## config.mk

```make
export PLATFORM = sky130hd
export DESIGN_NAME = rtc_txctl
export DESIGN_NICKNAME = d
export VERILOG_FILES = /design/src/rtl/rtc_pkg.sv /design/src/rtl/rtc_sync2.sv /design/src/rtl/rtc_track.sv /design/src/rtl/rtc_txctl.sv
export VERILOG_INCLUDE_DIRS = /design/src /design/src/rtl
export SDC_FILE = /design/constraint.sdc
export NUM_CORES = 1
export LEC_CHECK = 0
export BUFFER_PORTS_ARGS = -buffer_cell sky130_fd_sc_hd__buf_2
export CAP_MARGIN = 10
export CORE_UTILIZATION = 23
export CTS_CLUSTER_DIAMETER = 80
export DETAILED_ROUTE_END_ITERATION = 12
export PLACE_DENSITY_LB_ADDON = 0.3
export SKIP_LAST_GASP = 1
export SLEW_MARGIN = 20
export SYNTH_ARGS = -nofsm -noshare
export SYNTH_HDL_FRONTEND = slang
export SYNTH_SLANG_ARGS = --single-unit
```

## constraint.sdc

```tcl
create_clock -name clock -period 38.3 [get_ports clock]
set_input_delay 7.66 -clock clock [delete_from_list [all_inputs] [get_ports clock]]
set_output_delay 7.66 -clock clock [all_outputs]
set_load 0.01 [all_outputs]
```

## src/rtl/rtc_defs.svh

```systemverilog
// Purpose: offsets, field positions, reset values and band constants
// Assumes: 8-bit registers on the parallel register port
// Notes:   definitions only
`ifndef RTC_DEFS_SVH
`define RTC_DEFS_SVH
// ==========================================
// register offsets
`define RTC_OFS_MODE   8'h0A
`define RTC_OFS_FREQ_A 8'h0B
`define RTC_OFS_FREQ_B 8'h0C
`define RTC_OFS_GATE   8'h0F
`define RTC_OFS_THRESH 8'h11
`define RTC_OFS_DEV    8'h12
`define RTC_OFS_AMP    8'h13
// ==========================================
// field positions
`define RTC_BIT_DIR    5
`define RTC_BIT_MOD    4
`define RTC_BIT_GATE   3
`define RTC_BIT_AMP_EN 1
`define RTC_DEV_HI     7
`define RTC_DEV_LO     2
// ==========================================
// reset values
`define RTC_RST_MODE   8'h00
`define RTC_RST_FREQ   8'h00
`define RTC_RST_GATE   8'h00
`define RTC_RST_THRESH 8'h00
`define RTC_RST_DEV    8'h00
`define RTC_RST_AMP    8'hFC
// ==========================================
// band codes and dividers, step of 10 kHz in Hz
`define RTC_BAND_315   2'h0
`define RTC_BAND_434   2'h1
`define RTC_BAND_868   2'h2
`define RTC_BAND_915   2'h3
`define RTC_DIV_315    20'h00006
`define RTC_DIV_434    20'h00004
`define RTC_DIV_HIGH   20'h00002
`define RTC_FD_HZ      20'h02710
`endif

```

## src/rtl/rtc_pkg.sv

```systemverilog
// Purpose: shared types of the transmit control block
// Assumes: nothing
// Notes:   numbers live in rtc_defs.svh
package rtc_pkg;
    typedef struct packed {
        logic       dir;
        logic       mod_ask;
        logic [1:0] band;
    } rtc_mode_t;

    typedef struct packed {
        logic [3:0] fine;
        logic [1:0] coarse;
        logic       en;
    } rtc_amp_t;

    typedef enum logic [1:0] {
        RTC_GATE_HOLD = 2'h0,
        RTC_GATE_PASS = 2'h1
    } rtc_gate_t;
endpackage

```

## src/rtl/rtc_sync2.sv

```systemverilog
// Purpose: two-flop synchroniser for pin-level inputs
// Assumes: inputs are levels
// Notes:   first stage feeds only the second
`timescale 1ns/1ns
module rtc_sync2 #(
    parameter int W = 1
) (
    input  wire logic         clock,
    input  wire logic         rst,
    input  wire logic [W-1:0] d,
    output logic      [W-1:0] q
);
    logic [W-1:0] meta_reg;

    always_ff @(posedge clock or posedge rst) begin
        if (rst) begin
            meta_reg <= '0;
            q        <= '0;
        end else begin
            meta_reg <= d;
            q        <= meta_reg;
        end
    end
endmodule

```

## src/rtl/rtc_track.sv

```systemverilog
// Purpose: comparator reference tracker with fast tracking
// Assumes: sample and threshold share one code scale
// Notes:   coefficients are shifts, fast is the combined one
`timescale 1ns/1ns
module rtc_track #(
    parameter int W          = 8,
    parameter int NORM_SHIFT = 4,
    parameter int FAST_SHIFT = 2
) (
    input  wire logic         clock,
    input  wire logic         rst,
    input  wire logic [W-1:0] sample,
    input  wire logic [W-1:0] threshold,
    output logic      [W-1:0] vref_reg,
    output logic              fast_reg
);
    logic signed [W+1:0] delta;
    logic signed [W+1:0] neg;
    logic signed [W+1:0] step;
    logic signed [W+1:0] sum;
    logic        [W:0]   mag;
    logic                fast;

    assign delta = $signed({2'b00, sample}) - $signed({2'b00, vref_reg});
    assign neg   = -delta;
    assign mag   = delta[W+1] ? neg[W:0] : delta[W:0];
    assign fast  = mag >= {1'b0, threshold};
    // arithmetic shift may leave a residue of up to 15 codes (NORM_SHIFT 4) below the sample; accepted
    assign step  = fast ? (delta >>> FAST_SHIFT) : (delta >>> NORM_SHIFT);
    assign sum   = $signed({2'b00, vref_reg}) + step;

    always_ff @(posedge clock or posedge rst) begin
        if (rst) begin
            vref_reg <= '0;
            fast_reg <= 1'b0;
        end else begin
            vref_reg <= sum[W-1:0];
            fast_reg <= fast;
        end
    end
endmodule

```

## src/rtl/rtc_txctl.sv

```systemverilog
// Purpose: transmit path control, data pin gating, amplifier enable
// Assumes: register port is fed by the serial framing logic
// Notes:   detection, demod and low_power come from same-clock logic
// Contract
// fast tracking threshold is an 8-bit field, code = kHz times 1.53
// reference tracks with faster coefficient while difference reaches threshold
// receive, gating off: drive demodulated data on the pin always
// receive, gating on: pin low until first detection rise, then data
// once gated output started it stays until low power entry
// gating on without detection in use keeps pin low
// direction 1 selects transmit, pin becomes input driven by host
// modulation select 0 is FSK, 1 is amplitude keying
// FSK modulates synthesizer from pin, code 0 means plain carrier
// deviation is 10 kHz times n over band divider 6, 4 or 2
// amplitude keying: amplifier off for data 0, on for 1
// amplifier enabled only with transmit, enable bit and lock flag
// lock flag sets on first lock rise and holds if lock drops
// lock flag clears on low power, to-receive, modulation, frequency changes
// host never changes band bits alone while transmitting
// lock flag acts in transmit only and is never readable
// coarse 2-bit and fine 4-bit level fields, both reset to maximum
// receive-only systems never select transmit
// reset clears gated-output start and lock flag
`timescale 1ns/1ns
`include "rtc_defs.svh"
module rtc_txctl #(
    parameter int VW = 8
) (
    input  wire logic          clock,
    input  wire logic          rst,
    input  wire logic          reg_wr_en,
    input  wire logic          reg_rd_en,
    input  wire logic [7:0]    reg_addr,
    input  wire logic [7:0]    reg_wr_data,
    output logic      [7:0]    reg_rd_data,
    input  wire logic          low_power,
    input  wire logic          detection_output,
    input  wire logic          detect_enable,
    input  wire logic          demod_data,
    input  wire logic [VW-1:0] cmp_sample,
    input  wire logic          data_pin_in,
    output logic               data_pin_out,
    output logic               data_pin_oe,
    input  wire logic          synth_lock_detect,
    output logic               amplifier_enable,
    output logic               amp_drive,
    output logic      [1:0]    amp_coarse,
    output logic      [3:0]    amp_fine,
    output logic               fsk_active,
    output logic               fsk_shift_up,
    output logic      [19:0]   deviation_hz,
    output logic               tx_ask,
    output logic               fast_track,
    output logic      [VW-1:0] comparator_ref
);
    import rtc_pkg::*;

    // ==========================================
    // registers
    logic [7:0]       mode_reg;
    logic [7:0]       freq_a_reg;
    logic [7:0]       freq_b_reg;
    logic [7:0]       gate_reg;
    logic [7:0]       thresh_reg;
    logic [7:0]       dev_reg;
    logic [7:0]       amp_reg;
    rtc_mode_t        mode;
    rtc_amp_t         amp_cfg;
    logic [5:0]       dev_code;
    logic             wr_mode;
    logic             wr_fa;
    logic             wr_fb;
    logic             wr_dev;
    logic             wr_amp;

    assign wr_mode  = reg_wr_en && reg_addr == `RTC_OFS_MODE;
    assign wr_fa    = reg_wr_en && reg_addr == `RTC_OFS_FREQ_A;
    assign wr_fb    = reg_wr_en && reg_addr == `RTC_OFS_FREQ_B;
    assign wr_dev   = reg_wr_en && reg_addr == `RTC_OFS_DEV;
    assign wr_amp   = reg_wr_en && reg_addr == `RTC_OFS_AMP;
    assign mode     = '{dir: mode_reg[`RTC_BIT_DIR], mod_ask: mode_reg[`RTC_BIT_MOD],
                        band: mode_reg[1:0]};
    assign amp_cfg  = '{fine: amp_reg[7:4], coarse: amp_reg[3:2],
                        en: amp_reg[`RTC_BIT_AMP_EN]};
    assign dev_code = dev_reg[`RTC_DEV_HI:`RTC_DEV_LO];

    always_ff @(posedge clock or posedge rst) begin
        if (rst) begin
            mode_reg   <= `RTC_RST_MODE;
            freq_a_reg <= `RTC_RST_FREQ;
            freq_b_reg <= `RTC_RST_FREQ;
            gate_reg   <= `RTC_RST_GATE;
            thresh_reg <= `RTC_RST_THRESH;
            dev_reg    <= `RTC_RST_DEV;
            amp_reg    <= `RTC_RST_AMP;
        end else if (reg_wr_en) begin
            case (reg_addr)
                `RTC_OFS_MODE:   mode_reg   <= reg_wr_data;
                `RTC_OFS_FREQ_A: freq_a_reg <= reg_wr_data;
                `RTC_OFS_FREQ_B: freq_b_reg <= reg_wr_data;
                `RTC_OFS_GATE:   gate_reg   <= reg_wr_data;
                `RTC_OFS_THRESH: thresh_reg <= reg_wr_data;
                `RTC_OFS_DEV:    dev_reg    <= reg_wr_data;
                `RTC_OFS_AMP:    amp_reg    <= reg_wr_data;
                default: ;
            endcase
        end
    end

    // lock flag deliberately absent from the read map
    always_ff @(posedge clock or posedge rst) begin
        if (rst) begin
            reg_rd_data <= 8'h00;
        end else if (reg_rd_en) begin
            case (reg_addr)
                `RTC_OFS_MODE:   reg_rd_data <= mode_reg;
                `RTC_OFS_FREQ_A: reg_rd_data <= freq_a_reg;
                `RTC_OFS_FREQ_B: reg_rd_data <= freq_b_reg;
                `RTC_OFS_GATE:   reg_rd_data <= gate_reg;
                `RTC_OFS_THRESH: reg_rd_data <= thresh_reg;
                `RTC_OFS_DEV:    reg_rd_data <= dev_reg;
                `RTC_OFS_AMP:    reg_rd_data <= amp_reg;
                default:         reg_rd_data <= 8'h00;
            endcase
        end
    end

    // ==========================================
    // pin inputs and tracker
    logic tx_data_s;
    logic lock_s;
    logic lock_d_reg;
    logic det_d_reg;

    rtc_sync2 #(.W(2)) u_sync (
        .clock (clock),
        .rst   (rst),
        .d     ({data_pin_in, synth_lock_detect}),
        .q     ({tx_data_s, lock_s})
    );

    rtc_track #(.W(VW)) u_track (
        .clock     (clock),
        .rst       (rst),
        .sample    (cmp_sample),
        .threshold (thresh_reg[VW-1:0]),
        .vref_reg  (comparator_ref),
        .fast_reg  (fast_track)
    );

    always_ff @(posedge clock or posedge rst) begin
        if (rst) begin
            lock_d_reg <= 1'b0;
            det_d_reg  <= 1'b0;
        end else begin
            lock_d_reg <= lock_s;
            det_d_reg  <= detection_output;
        end
    end

    // ==========================================
    // latched lock flag
    logic latched_lock_flag_reg;
    logic lock_set;
    logic lock_clear;

    assign lock_set   = lock_s && !lock_d_reg && mode.dir;
    // band-only writes do not release; host must avoid them in transmit
    assign lock_clear = low_power
        || (wr_mode && mode.dir && !reg_wr_data[`RTC_BIT_DIR])
        || (wr_mode && reg_wr_data[`RTC_BIT_MOD] != mode.mod_ask)
        || (wr_fa && reg_wr_data != freq_a_reg)
        || (wr_fb && reg_wr_data != freq_b_reg)
        || (wr_dev && !mode.mod_ask
            && reg_wr_data[`RTC_DEV_HI:`RTC_DEV_LO] != dev_code);

    always_ff @(posedge clock or posedge rst) begin
        if (rst) begin
            latched_lock_flag_reg <= 1'b0;
        end else if (lock_set) begin
            latched_lock_flag_reg <= 1'b1;
        end else if (lock_clear) begin
            latched_lock_flag_reg <= 1'b0;
        end
    end

    // ==========================================
    // data pin gating
    rtc_gate_t gate_state_reg;
    logic      gate_on;
    logic      rx_value;

    assign gate_on = gate_reg[`RTC_BIT_GATE];

    always_ff @(posedge clock or posedge rst) begin
        if (rst) begin
            gate_state_reg <= RTC_GATE_HOLD;
        end else begin
            case (gate_state_reg)
                RTC_GATE_HOLD: begin
                    if (!low_power && !mode.dir && gate_on && detect_enable
                        && detection_output && !det_d_reg) begin
                        gate_state_reg <= RTC_GATE_PASS;
                    end
                end
                RTC_GATE_PASS: begin
                    if (low_power) begin
                        gate_state_reg <= RTC_GATE_HOLD;
                    end
                end
                default: gate_state_reg <= RTC_GATE_HOLD;
            endcase
        end
    end

    // without detection in use the state never leaves hold
    assign rx_value = !gate_on ? demod_data
                    : (gate_state_reg == RTC_GATE_PASS) && demod_data;
    assign data_pin_oe = !mode.dir;

    // ==========================================
    // transmit: amplifier and FSK
    logic [19:0] divider;
    logic [19:0] dev_scaled;

    assign amplifier_enable = mode.dir && amp_cfg.en
                              && latched_lock_flag_reg;
    assign fsk_active       = mode.dir && !mode.mod_ask && dev_code != 6'h00;
    assign tx_ask           = mode.dir && mode.mod_ask;
    assign amp_coarse       = amp_cfg.coarse;
    assign amp_fine         = amp_cfg.fine;
    assign dev_scaled       = `RTC_FD_HZ * {14'h0000, dev_code};

    always_comb begin
        case (mode.band)
            `RTC_BAND_315: divider = `RTC_DIV_315;
            `RTC_BAND_434: divider = `RTC_DIV_434;
            default:       divider = `RTC_DIV_HIGH;
        endcase
    end

    always_ff @(posedge clock or posedge rst) begin
        if (rst) begin
            data_pin_out <= 1'b0;
            amp_drive    <= 1'b0;
            fsk_shift_up <= 1'b0;
            deviation_hz <= 20'h00000;
        end else begin
            data_pin_out <= !mode.dir && rx_value;
            amp_drive    <= amplifier_enable
                            && (mode.mod_ask ? tx_data_s : 1'b1);
            fsk_shift_up <= fsk_active && tx_data_s;
            deviation_hz <= dev_scaled / divider;
        end
    end
endmodule

```

==> flow_summary.toml <==
[run_status]
status = "complete, no violations"

[sta]
max_slew_margin_pct = 33.2
finalSetupViolations = 0
hold_violations = 0
whs_ns = 0.351
fmax_mhz = 28.1
fin_worst_skew_ns = 0.0209
maxSlewViolCount = 0
worst_slack_ns = 2.67
worstMarginPinSlew_ns = 0.990
post-route-min-period_ns = 35.63
fin_crit_sh_pct = 93.0

[layout]
nNetsFinal = 1688
drive_gt1_share_pct = 17.5
largest_reg_flops = 20
antenna_cells = 0
synthToLayoutAreaGrowth_pct = 11.2
layout_common_cells = "nor2_1, nand2_1, a21oi_1"
nFillCells = 5789
final_common_cell = "nor2_1"
regMostFlops = "deviation_hz"

[grt]
grt_max_degree = 56
grt_pass1_vias = 11600
gr-total-overflow = 0
antenna_found_initial = 0
gr-usage-all-layers_pct = 14.0
grt_pass1_wl_mm = 63.3

[synthesis]
synth_cell_type_count = 118
synth-edff-count = 0
synth_cells = 1515
synth_top_family_by_area = "compound AO/OA/AOI/OAI gates"
syn_nets = 1645
syn_area_mm2 = 0.0125
synth-xor-area-share_pct = 6.07
synth_fa_ha_area_share_pct = 10.3
dominantRegCellSynth = "dfrtp_1"
syn_area_per_cell_um2 = 8.24
ys_ff_latch = 104
async_flop_share_pct = 100
yosys_warnings = 0
yosys.area_share.simple_pct = 22.0
synthMuxAreaShare_pct = 6.93
synth_compound_area_share_pct = 29.2
ys_seq_area_share_pct = 20.9

[routing]
drc_errors = 0
vias = 12000
first_pass_iters = 7
ant_nets = 0
drtIter0Drc = 1022
wl_per_cell_um = 17.4
wl_mm = 39.4
vias_per_cell = 5.29

[clock_tree]
root_buffer = "clkbuf_16"
cts_hold_buf = 0
cts_buffers = 9
clk_pin_slew_ns = 0.09
htreeDepth = 3
clock-sinks = 104
clkLatencyLatePin_ns = 0.38
cts_tree = "yes"
clk_path_buf_depth = 2

[worst_setup_path]
path_delay_family = "simple AND/OR/NAND/NOR gates"
cp_slowest_stage_delay_ns = 0.72
worst_setup_path_start_kind = "flop"
critPathMaxFanout = 22
critPathRequiredTime_ns = 38.54
end_kind = "flop"
worst_path_max_delay_cell = "or4_1"
worst-path-buf-inv = 6
path_class = "reg2reg"
arrival_ns = 35.87
critPathMostFrequentCell = "ha_1"

[floorplanning]
chipWidth_um = 235
initial_core_util_pct = 23.2
die_h_um = 235
fp-row-count = 85
dieArea_mm2 = 0.0552
num_io_pins = 84
core_mm2 = 0.0537

[place]
hpwlAfterDp_mm = 31.3
preCtsSetupSlack_ns = 2.35
place_congestion = 0.889
io_buffers = 83

[run]
max-cap-violations = 0

[min_path]
hold_class = "reg2reg"
==> path summary, 6_finish.rpt <==
kind                                     from               end  slack (ns)  cells past startpoint
setup / recovery                   dev_reg[5]   deviation_hz[0]        2.67                    136
hold / removal             u_sync.meta_reg[1]       u_sync.q[1]        0.35                      0
setup reg to reg                   dev_reg[5]   deviation_hz[0]        2.67                    136
hold reg to reg            u_sync.meta_reg[1]       u_sync.q[1]        0.35                      0
max in group asynchronous                 rst  deviation_hz[12]       29.64                      3
min in group asynchronous                 rst   deviation_hz[7]        7.42                      2
==> cell usage after synthesis (all sizes together) (19+ instances only) <==
master | count | area share (%)
nor2 | 118 | 3.7
nand2 | 104 | 3.1
a21oi | 103 | 4.2
dfrtp | 98 | 20
o21ai | 93 | 3.8
ha | 86 | 8.6
inv | 76 | 2.3
mux2 | 64 | 5.8
nor3 | 56 | 2.5
nand3 | 46 | 2.0
xor2 | 45 | 3.3
a21o | 41 | 2.5
xnor2 | 39 | 2.7
clkbuf | 34 | 1.0
or2 | 31 | 1.6
o211ai | 28 | 1.8
nor4 | 25 | 1.5
o21a | 25 | 1.5
buf | 23 | 1.2
or3 | 20 | 1.1
and2 | 19 | 0.97
==> logic make-up (layout without fill, tap and decap cells) <==
logic type,Yosys count,count (layout)
other,1,1
AND/OR/NAND/NOR,516,516
flip-flops,104,104
XOR/XNOR,84,84
adder cells (fa/ha/maj),97,97
multiplexers,78,78
AO/OA/AOI/OAI,501,501
buffers and inverters,134,182
==> cell type report <==
cell class | count | area, um^2 | share of cell area, %
multi-input combinational | 1277 | 9340 | 67.3
sequential | 104 | 2610 | 18.8
tap | 696 | 871 | 6.28
timing repair buffer | 89 | 460 | 3.32
inverter | 77 | 292 | 2.10
clock buffer | 10 | 239 | 1.72
clock inverter | 6 | 60.1 | 0.433
==> routing by layer <==
layer / track usage, % / part of all wire (%) / vias to the layer above
li1: - / - / 5844
met1: 19.2 / 48 / 5770
met2: 23.2 / 46 / 289
met3: 1.93 / 4.0 / 48
met4: 3.29 / 1.7 / 0
met5: 0 / 0 / -
==> through the flow <==
step / cell area (um^2) / TNS (ns) / instances / utilization [%]
floorplan: 12500 / 0 / 1515 / -
global placement: 13500 / 0 / 2242 / 25.2
detailed placement: 13500 / 0 / 2242 / 25.2
CTS: 13800 / 0 / 2258 / 25.8
global route: 13900 / -0.131 / 2259 / 25.8
finish: 13900 / 0 / 2259 / 25.8
==> timing repair <==
item	in CTS	in global routing
resized for setup	0	8
setup buffers	0	1
setup endpoints to repair	0	2
hold endpoints to repair	0	0
Power is not shown: default switching activity piles up to over one toggle a cycle in this logic, so the estimate is an artifact.
